`src/verilog/iorat_defs.vh`:
```
// Constants for the I/O register access bridge.
// Assumes a single core clock; slower bus rates arrive as one-cycle enables.
`ifndef IORAT_DEFS_VH
`define IORAT_DEFS_VH

`define IORAT_AW            24
`define IORAT_DW            32
`define IORAT_DIVW          4
`define IORAT_CNTW          8

// Address field that selects the internal peripheral bus.
`define IORAT_BUS_HI        18
`define IORAT_BUS_LO        16
`define IORAT_BUSW          3
// Bit that marks the bus-error registers of the external bus unit.
`define IORAT_BERR_BIT      8

`define IORAT_BUS_MAIN1     3'h0
`define IORAT_BUS_PER1      3'h1
`define IORAT_BUS_FLASH     3'h6
`define IORAT_BUS_EXT       3'h7

`define IORAT_CNT_ZERO      8'h00
`define IORAT_CNT_ONE       8'h01
`define IORAT_CNT_MAX       8'hFF

`endif

```
`src/verilog/iorat_clk_div.v`:
```
// Rate divider producing a one-cycle enable every div_sel+1 core cycles.
// Assumes div_sel is static while accesses are in flight.
`timescale 1ns/1ns
`include "iorat_defs.vh"

module iorat_clk_div
(
    input  wire                     core_clk,
    input  wire                     rst,
    input  wire [`IORAT_DIVW-1:0]   div_sel,
    output reg                      en_r
);

reg  [`IORAT_DIVW-1:0] cnt_r;
wire                   wrap;

assign wrap = (cnt_r >= div_sel);

always @(posedge core_clk)
begin
    if (rst)
    begin
        cnt_r <= {`IORAT_DIVW{1'b0}};
        en_r  <= 1'b0;
    end
    else
    begin
        cnt_r <= wrap ? {`IORAT_DIVW{1'b0}} : cnt_r + {{(`IORAT_DIVW-1){1'b0}}, 1'b1};
        en_r  <= wrap;
    end
end

endmodule

```
`src/verilog/iorat_bridge.v`:
```
// Bridge from the core's main bus 1 to peripheral buses 1 to 6 and the external bus unit.
// Assumes peripherals act only on their clock enable and answer with a one-enable acknowledge.
//
// Behaviour
// - Access time is main bus cycle plus synchronization plus peripheral bus cycles.
// - Peripheral portion lasts until the addressed register acknowledges, so latency varies.
// - Synchronization only for buses 2 to 6 and external unit, excluding bus-error registers.
// - Synchronization length follows clock ratio and where the access lands in the period.
// - Core not slower: main cycle plus synchronization within one peripheral or flash period.
// - Core slower than peripheral: next access starts the core cycle after completion.
// - External unit: main cycle plus synchronization within one external bus period.
// - Stated counts assume no contention; another master holding the bus delays acceptance.
`timescale 1ns/1ns
`include "iorat_defs.vh"

module iorat_bridge
(
    input  wire                     core_clk,
    input  wire                     rst,
    // Core side.
    input  wire                     cpu_req,
    input  wire                     cpu_we,
    input  wire [`IORAT_AW-1:0]     cpu_addr,
    input  wire [`IORAT_DW-1:0]     cpu_wdata,
    output reg                      cpu_ready_r,
    output reg                      cpu_done_r,
    output reg  [`IORAT_DW-1:0]     cpu_rdata_r,
    // Clock ratio settings; zero means the bus clock is not slower than the core.
    input  wire [`IORAT_DIVW-1:0]   pclk_div,
    input  wire [`IORAT_DIVW-1:0]   flash_interface_clock_div,
    input  wire [`IORAT_DIVW-1:0]   bclk_div,
    input  wire                     core_slower,
    // Contention from fetches or other bus masters.
    input  wire                     other_master_busy,
    // Peripheral side.
    output reg                      per_req_r,
    output reg                      per_we_r,
    output reg  [`IORAT_BUSW-1:0]   per_bus_r,
    output reg  [`IORAT_AW-1:0]     per_addr_r,
    output reg  [`IORAT_DW-1:0]     per_wdata_r,
    output reg                      per_en_r,
    input  wire                     per_ack,
    input  wire [`IORAT_DW-1:0]     per_rdata,
    // Observed cycle counts of the last access.
    output reg  [`IORAT_CNTW-1:0]   sync_cycles_r,
    output reg  [`IORAT_CNTW-1:0]   access_cycles_r
);

localparam [4:0] ST_IDLE = 5'h01;
localparam [4:0] ST_MAIN = 5'h02;
localparam [4:0] ST_SYNC = 5'h04;
localparam [4:0] ST_PER  = 5'h08;
localparam [4:0] ST_RESP = 5'h10;

reg  [4:0]             state_r;
reg  [4:0]             state_nxt;
reg                    we_r;
reg  [`IORAT_AW-1:0]   addr_r;
reg  [`IORAT_DW-1:0]   wdata_r;
reg  [`IORAT_DW-1:0]   rdata_r;
reg  [`IORAT_CNTW-1:0] sync_cnt_r;
reg  [`IORAT_CNTW-1:0] acc_cnt_r;

wire                   pclk_en;
wire                   flash_interface_clock_en;
wire                   bclk_en;
wire [`IORAT_BUSW-1:0] bus_sel;
wire                   need_sync;
wire                   tgt_en;

// Field extraction used for the held address.
function [`IORAT_BUSW-1:0] bus_of;
    input [`IORAT_AW-1:0] a;
    begin
        bus_of = a[`IORAT_BUS_HI:`IORAT_BUS_LO];
    end
endfunction

// Bus 1 and the bus-error registers sit on the core rate and skip resynchronization.
function sync_of;
    input [`IORAT_AW-1:0] a;
    begin
        if (bus_of(a) == `IORAT_BUS_EXT)
            sync_of = ~a[`IORAT_BERR_BIT];
        else
            sync_of = (bus_of(a) != `IORAT_BUS_PER1) && (bus_of(a) != `IORAT_BUS_MAIN1);
    end
endfunction

// Saturating increment keeps the observed counts meaningful on long stalls.
function [`IORAT_CNTW-1:0] sat_inc;
    input [`IORAT_CNTW-1:0] c;
    begin
        sat_inc = (c == `IORAT_CNT_MAX) ? c : c + `IORAT_CNT_ONE;
    end
endfunction

iorat_clk_div u_pclk_div
(
    .core_clk (core_clk),
    .rst      (rst),
    .div_sel  (pclk_div),
    .en_r     (pclk_en)
);

iorat_clk_div u_flash_interface_clock_div
(
    .core_clk (core_clk),
    .rst      (rst),
    .div_sel  (flash_interface_clock_div),
    .en_r     (flash_interface_clock_en)
);

iorat_clk_div u_bclk_div
(
    .core_clk (core_clk),
    .rst      (rst),
    .div_sel  (bclk_div),
    .en_r     (bclk_en)
);

assign bus_sel   = bus_of(addr_r);
assign need_sync = sync_of(addr_r);

// When the core is the slower side every core edge is a valid bus edge, so no wait is inserted.
assign tgt_en = core_slower ? 1'b1 :
                (bus_sel == `IORAT_BUS_EXT)   ? bclk_en :
                (bus_sel == `IORAT_BUS_FLASH) ? flash_interface_clock_en : pclk_en;

always @*
begin
    state_nxt = state_r;
    case (state_r)
        ST_IDLE:
        begin
            if (cpu_req && !other_master_busy)
                state_nxt = ST_MAIN;
        end
        ST_MAIN:
        begin
            // The main bus cycle overlaps the wait, keeping both inside one bus period.
            if (!need_sync || tgt_en)
                state_nxt = ST_PER;
            else
                state_nxt = ST_SYNC;
        end
        ST_SYNC:
        begin
            if (tgt_en)
                state_nxt = ST_PER;
        end
        ST_PER:
        begin
            if (per_ack && (tgt_en || !need_sync))
                state_nxt = ST_RESP;
        end
        ST_RESP:
        begin
            state_nxt = ST_IDLE;
        end
        default:
        begin
            state_nxt = ST_IDLE;
        end
    endcase
end

always @(posedge core_clk)
begin
    if (rst)
    begin
        state_r         <= ST_IDLE;
        we_r            <= 1'b0;
        addr_r          <= {`IORAT_AW{1'b0}};
        wdata_r         <= {`IORAT_DW{1'b0}};
        rdata_r         <= {`IORAT_DW{1'b0}};
        sync_cnt_r      <= `IORAT_CNT_ZERO;
        acc_cnt_r       <= `IORAT_CNT_ZERO;
        cpu_ready_r     <= 1'b0;
        cpu_done_r      <= 1'b0;
        cpu_rdata_r     <= {`IORAT_DW{1'b0}};
        per_req_r       <= 1'b0;
        per_we_r        <= 1'b0;
        per_bus_r       <= {`IORAT_BUSW{1'b0}};
        per_addr_r      <= {`IORAT_AW{1'b0}};
        per_wdata_r     <= {`IORAT_DW{1'b0}};
        per_en_r        <= 1'b0;
        sync_cycles_r   <= `IORAT_CNT_ZERO;
        access_cycles_r <= `IORAT_CNT_ZERO;
    end
    else
    begin
        state_r     <= state_nxt;
        cpu_done_r  <= 1'b0;
        cpu_ready_r <= (state_nxt == ST_IDLE) && !other_master_busy;
        per_en_r    <= tgt_en;
        if (state_r == ST_IDLE && state_nxt == ST_MAIN)
        begin
            we_r       <= cpu_we;
            addr_r     <= cpu_addr;
            wdata_r    <= cpu_wdata;
            sync_cnt_r <= `IORAT_CNT_ZERO;
            acc_cnt_r  <= `IORAT_CNT_ONE;
        end
        else if (state_r != ST_IDLE && state_r != ST_RESP)
        begin
            acc_cnt_r <= sat_inc(acc_cnt_r);
        end
        if (state_r == ST_SYNC)
            sync_cnt_r <= sat_inc(sync_cnt_r);
        // The request is held until the acknowledge is taken on a bus edge.
        if (state_nxt == ST_PER)
        begin
            per_req_r   <= 1'b1;
            per_we_r    <= we_r;
            per_bus_r   <= bus_sel;
            per_addr_r  <= addr_r;
            per_wdata_r <= wdata_r;
        end
        else
        begin
            per_req_r <= 1'b0;
        end
        if (state_r == ST_PER && state_nxt == ST_RESP)
            rdata_r <= per_rdata;
        // Data reaches the core one cycle after capture so it never comes straight off the bus side.
        if (state_r == ST_RESP)
        begin
            cpu_done_r      <= 1'b1;
            cpu_rdata_r     <= we_r ? {`IORAT_DW{1'b0}} : rdata_r;
            sync_cycles_r   <= sync_cnt_r;
            access_cycles_r <= acc_cnt_r;
        end
    end
end

endmodule

```
`config.mk`:
```
export PLATFORM = sky130hd
export DESIGN_NAME = iorat_bridge
export DESIGN_NICKNAME = d
export VERILOG_FILES = /design/src/verilog/iorat_clk_div.v /design/src/verilog/iorat_bridge.v
export VERILOG_INCLUDE_DIRS = /design/src /design/src/verilog
export SDC_FILE = /design/constraint.sdc
export NUM_CORES = 1
export LEC_CHECK = 0
export ABC_AREA = 0
export BUFFER_PORTS_ARGS = -buffer_cell sky130_fd_sc_hd__buf_2
export CAP_MARGIN = 25
export CORE_MARGIN = 2
export CORE_UTILIZATION = 48
export DETAILED_ROUTE_END_ITERATION = 10
export PLACE_DENSITY = 0.81
export SYNTH_ARGS = -nofsm -noshare
export SYNTH_HDL_FRONTEND = slang
export SYNTH_SLANG_ARGS = --single-unit
```
`constraint.sdc`:
```
create_clock -name core_clk -period 2.2 [get_ports core_clk]
set_clock_uncertainty 0.05 [all_clocks]
set_input_delay 0.22 -clock core_clk [delete_from_list [all_inputs] [get_ports core_clk]]
set_output_delay 0.22 -clock core_clk [all_outputs]
set_load 0.005 [all_outputs]
```
After elaboration in Yosys (flattened, before gate mapping)
Index checks and enable logic that the tools add are counted.

storage, ports and cells
  bits in registers = 237
  output and inout bits = 112
  logic and storage cells = 91

operators by class
  add/subtract/negate cells = 5
  magnitude comparators = 3
  equality and inequality tests = 18
  muxes and demuxes = 18
  bitwise gates (word level) = 2
  reduce and logical (&&, ||, !) cells = 20

operators with widths
  kind                                                                   count
  32-bit two-way mux                                                     1
  8-bit two-way mux                                                      3
  5-bit case mux with 4 select lines                                     1
  8-bit by 1-bit adder with 8-bit output, second input constant          2
  8-bit equality test, second input constant                             2
  5-bit two-way mux                                                      3
  4-bit by 1-bit adder with 4-bit output, second input constant          3
  4-bit >= comparator                                                    3
  5-bit by 1-bit equality test with 1-bit output, second input constant  2
  5-bit by 2-bit equality test with 1-bit output, second input constant  2
  5-bit by 4-bit equality test with 1-bit output, second input constant  2
  5-bit equality test, second input constant                             2
  1-bit two-way mux                                                      9
  2-bit OR reduction                                                     4
  1-bit logical AND                                                      7
  3-bit equality test, second input constant                             2
  2-bit AND reduction                                                    3
  5-bit by 3-bit equality test with 1-bit output, second input constant  1
  5-bit by 1-bit != test with 1-bit output, second input constant        1
  5-bit != test, second input constant                                   1
  4-bit two-way mux                                                      1
  2-bit != test, second input constant                                   2
  2-bit nonzero test                                                     2
  3-bit by 1-bit != test with 1-bit output, second input constant        1
  other kinds (4)                                                        6

Longest topological paths before layout
  depth after elaboration = 12
  depth in mapped cells = 8

By module
From an unflattened synthesis, not the netlist that was laid out.

unflattened totals
  cells, all modules = 945
  area total of the unflattened synthesis = 9077.5 um^2

modules (own cells, without submodules)
  module         instances  cells an instance  area an instance (um^2)  seq. area each (um^2)
  iorat_bridge   1          867                8270.4                   4384.2
  iorat_clk_div  3          26                 269.0                    100.1

Worst setup path after synthesis
Ideal clock, no wire load.

  kind = register to register
  start = register addr_r[16]
  end = register per_addr_r[15]
  library setup time = 72 ps
  arrival = 1951 ps
  data required time = 2078 ps
  slack = 128 ps
  cell stages (with the launch flop) = 7
  buffers on the path = 2
  period minus slack after synthesis = 2072 ps
  cells stage by stage = dfxtp_1 mux2_2 a311o_1 a211oi_2 buf_4 buf_4 mux2i_1

between the ends
  word-level cells in the longest chain between the ends = 9
  elaborated cells between the ends (all ways) = 17

ends and longest elaborated chain
  what                                                           line                                                        RTL
  start, declared                                                iorat_bridge.v:58                                           reg [`IORAT_AW-1:0] addr_r;
  start signal, assigned                                         iorat_bridge.v:174                                          addr_r <= {`IORAT_AW{1'b0}};
  start signal, assigned                                         iorat_bridge.v:200                                          addr_r <= cpu_addr;
  3-bit equality test (no line), or another cell as far along    --
  1-bit two-way mux / 1-bit logical AND (equally long branches)  iorat_bridge.v:128, iorat_bridge.v:86
  1-bit two-way mux (on tied branches)                           iorat_bridge.v:127, iorat_bridge.v:83
  1-bit two-way mux / 1-bit zero test (equally long branches)    iorat_bridge.v:126, iorat_bridge.v:142, iorat_bridge.v:154
  1-bit logical OR                                               iorat_bridge.v:142, iorat_bridge.v:154
  1-bit logical AND                                              iorat_bridge.v:154                                          if (per_ack && (tgt_en || !need_sync))
  5-bit two-way mux                                              iorat_bridge.v:154
  5-bit case mux with 4 select lines (*)                         iorat_bridge.v:133                                          case (state_r)
  5-bit by 4-bit equality test with 1-bit output (*)             iorat_bridge.v:212                                          if (state_nxt == ST_PER)
  end signal, assigned                                           iorat_bridge.v:185                                          per_addr_r <= {`IORAT_AW{1'b0}};
  end signal, assigned                                           iorat_bridge.v:217                                          per_addr_r <= addr_r;
  end, declared                                                  iorat_bridge.v:39                                           output reg [`IORAT_AW-1:0] per_addr_r,

Mark *: on every way between the ends. The rest lies on a longest branch, timed or not.
A chain may end at the register's enable or synchronous reset.

Final worst setup path
  start = register addr_r[16]
  end = register per_wdata_r[30]

between the ends
  word-level cells in the longest chain between the ends = 9
  elaborated cells between the ends (all ways) = 17

ends and longest elaborated chain
  what                                                           line                                                        RTL
  3-bit equality test (no line), or another cell as far along    --
  1-bit two-way mux / 1-bit logical AND (equally long branches)  iorat_bridge.v:128, iorat_bridge.v:86
  1-bit two-way mux (on tied branches)                           iorat_bridge.v:127, iorat_bridge.v:83
  1-bit two-way mux / 1-bit zero test (equally long branches)    iorat_bridge.v:126, iorat_bridge.v:142, iorat_bridge.v:154
  1-bit logical OR                                               iorat_bridge.v:142, iorat_bridge.v:154
  1-bit logical AND                                              iorat_bridge.v:154
  5-bit two-way mux                                              iorat_bridge.v:154
  5-bit case mux with 4 select lines (*)                         iorat_bridge.v:133
  5-bit by 4-bit equality test with 1-bit output (*)             iorat_bridge.v:212
  end signal, assigned                                           iorat_bridge.v:186                                          per_wdata_r <= {`IORAT_DW{1'b0}};
  end signal, assigned                                           iorat_bridge.v:218                                          per_wdata_r <= wdata_r;
  end, declared                                                  iorat_bridge.v:40                                           output reg [`IORAT_DW-1:0] per_wdata_r,

Marks and branches as above.

==> results_dict.tcl <==
set metrics [dict create \
    status "completed" \
    tritoncts "done" \
    final_cells 1500 \
    clockRootBuffer "clkbuf_16" \
    synth_top_area_share_pct 53.0 \
    required_ns 2.57 \
    dpl-instance-area_um2 10200 \
    clk_latency_ns 0.50 \
    grt_max_degree 115 \
    ir_worst_vdd_uv 722 \
    finalPower_mw 9.16 \
    rows 49 \
    yosysUniqueCellTypes 46 \
    synth_edf_count 0 \
    cp-end-kind "flip-flop" \
    syn_to_final_growth_pct 35.3 \
    async_flop_share_pct 0 \
    synthCells 960 \
    diodes 0 \
    syn_area_per_cell_um2 9.20 \
    p_per_area_nw_per_um2 767 \
    drcViolationCount 0 \
    syn-num-nets 1084 \
    start_util_pct 49.0 \
    drive_gt1_share_pct 22.7 \
    cts_buffer_depth 3 \
    postRouteWirelength_mm 22.3 \
    hold_class "in2reg" \
    via_count 7671 \
    dp_cells 1362 \
    ys_seq_area_share_pct 53.0 \
    grt.total_usage_pct 21.9 \
    yosysMostFrequentCell "nand2_1" \
    dp_hpwl_mm 13.1 \
    core-area_um2 18000 \
    fin_crit_ns 2.13 \
    ys_ff_latch 234 \
    tns_ns 0 \
    holdWs_ns 0.0495 \
    slew_viol_final 0 \
    synth_warnings 0 \
    maxCapViolations 0 \
    htreeDepth 1 \
    yosysTopAreaCell "dfxtp_1" \
    nets 1377 \
    finish.utilization_pct 66.3 \
    clock_sinks 234 \
    syn-cell-area_um2 8830 \
    fin_ws_ns 0.0736 \
    hold_violations 0 \
    leakage_nw 5.57 \
    cp.arrival_ns 2.49 \
    dr.pass1.iters 5 \
    tightest_slew_ns 0.534 \
    post-place-ws_ns 0.0181 \
    via_per_inst 5.11 \
    grt_antenna_before_repair 0 \
    die_y_um 140 \
    numCtsBuffers 24 \
    drt_iter0_markers 350 \
    crit_type "reg2reg" \
    io_pins 219 \
    num-fill-cells 1376 \
    synth_ff_type "dfxtp_1" \
    fin_crit_sh_pct 96.7 \
    grt_pass1_vias 7675 \
    final_antenna_net_count 0 \
    finalInstanceArea_um2 11900 \
    max_freq_mhz 470 \
    gp_congestion 0.857 \
    setup_viol 0 \
    die_x_um 140 \
    overflow 0 \
    crit_fanout 20 \
    synthTopCellsByArea "dfxtp_1, mux2i_1, nand2_1" \
    clkSlewWorstSetupHoldPaths_ns 0.06 \
    synthTopCellsByCount "nand2_1, dfxtp_1, mux2i_1, nor2_1, a21oi_1" \
    numPortBuffers 218 \
    die-area_um2 19500 \
    grt_pass1_wl_mm 36.2 \
    startpoint_type "flip-flop" \
    wl_per_cell_um 14.8 \
    slew-limit-headroom_pct 64.0 \
]
where the power goes:
part,switching [mW],internal [mW]
clock network,1.63,2.41
registers,0.0652,4.33
logic,0.361,0.357
worst max-delay path, cell delays in order, from the launching register on:
cell	delay (ns)
dfxtp_1	0.35
mux2_2	0.35
a311o_1	0.34
a211oi_4	0.33
buf_12	0.16
clkbuf_16	0.22
mux2i_1	0.24
registers in the layout, summed over array words and instances (netlist names), 2 cells and up:
| signal | flops |
|---|---|
| per_bus_r | 2 |
| wdata_r | 32 |
| addr_r | 24 |
| access_cycles_r | 8 |
| per_wdata_r | 32 |
| sync_cnt_r | 8 |
| u_pclk_div.cnt_r | 4 |
| per_addr_r | 22 |
| acc_cnt_r | 8 |
| cpu_rdata_r | 32 |
| state_r | 5 |
| sync_cycles_r | 8 |
| u_bclk_div.cnt_r | 4 |
| u_flash_interface_clock_div.cnt_r | 4 |
| rdata_r | 32 |
cells by family (layout without fill, tap and decap cells):
| logic type | Yosys count | after routing | synth area share (%) |
|---|---|---|---|
| mux | 107 | 107 | 12.2 |
| compound gates | 134 | 134 | 9.84 |
| flops | 234 | 234 | 53.0 |
| fa+ha+maj | 17 | 17 | 2.41 |
| xor+xnor | 14 | 14 | 1.39 |
| buf+inv | 76 | 387 | 3.61 |
| simple gates | 378 | 378 | 17.6 |
layout make-up:
cell class                 instances  area [um^2]  area share [%]
clock inverter                    12          113           0.942
timing repair buffer             329         2250            18.8
clock buffer                      32          682            5.71
inverter                          14         53.8           0.450
sequential                       234         4680            39.2
tap                              229          287            2.40
multi-input combinational        650         3880            32.5
routing by layer:
layer	routed length, um	vias to the layer above	track usage [%]
li1	-	3799	-
met1	9290	3607	25.8
met2	11000	208	39.8
met3	1280	57	4.20
met4	682	0	7.53
met5	0	-	0
cells in the final DEF, fill, tap and decap left out, types with 6 or more instances in the layout:
cell type and n:
nand3_1 17, dfxtp_1 234, a21oi_1 66, a21o_1 6
and2_1 13, nand2_1 244, clkinv_2 10, a22o_1 32
nor2_1 73, ha_1 17, clkbuf_16 26, dlygate4sd3_1 92
buf_2 217, buf_4 12, mux2i_1 105, xor2_1 10
o21ai_0 6, inv_1 13
repair_timing:
item / 4_1_cts / 5_1_grt
setup buffers: 0 / 1
pin swaps: 0 / 2
gates cloned: 0 / 1
hold endpoints to repair: 93 / 0
hold buffers: 92 / 0
endpoints found under the setup margin: 1 / 41
resized for setup: 1 / 5
path summary, 6_finish.rpt:
check	slack (ns)	cells after the start	from	endpoint
max	0.07	6	addr_r[16]	per_wdata_r[30]
min	0.05	4	core_slower	per_en_r
max reg2reg	0.07	6	addr_r[16]	per_wdata_r[30]
min reg2reg	0.39	2	wdata_r[25]	per_wdata_r[25]
Power figures use the tool's default switching activity.
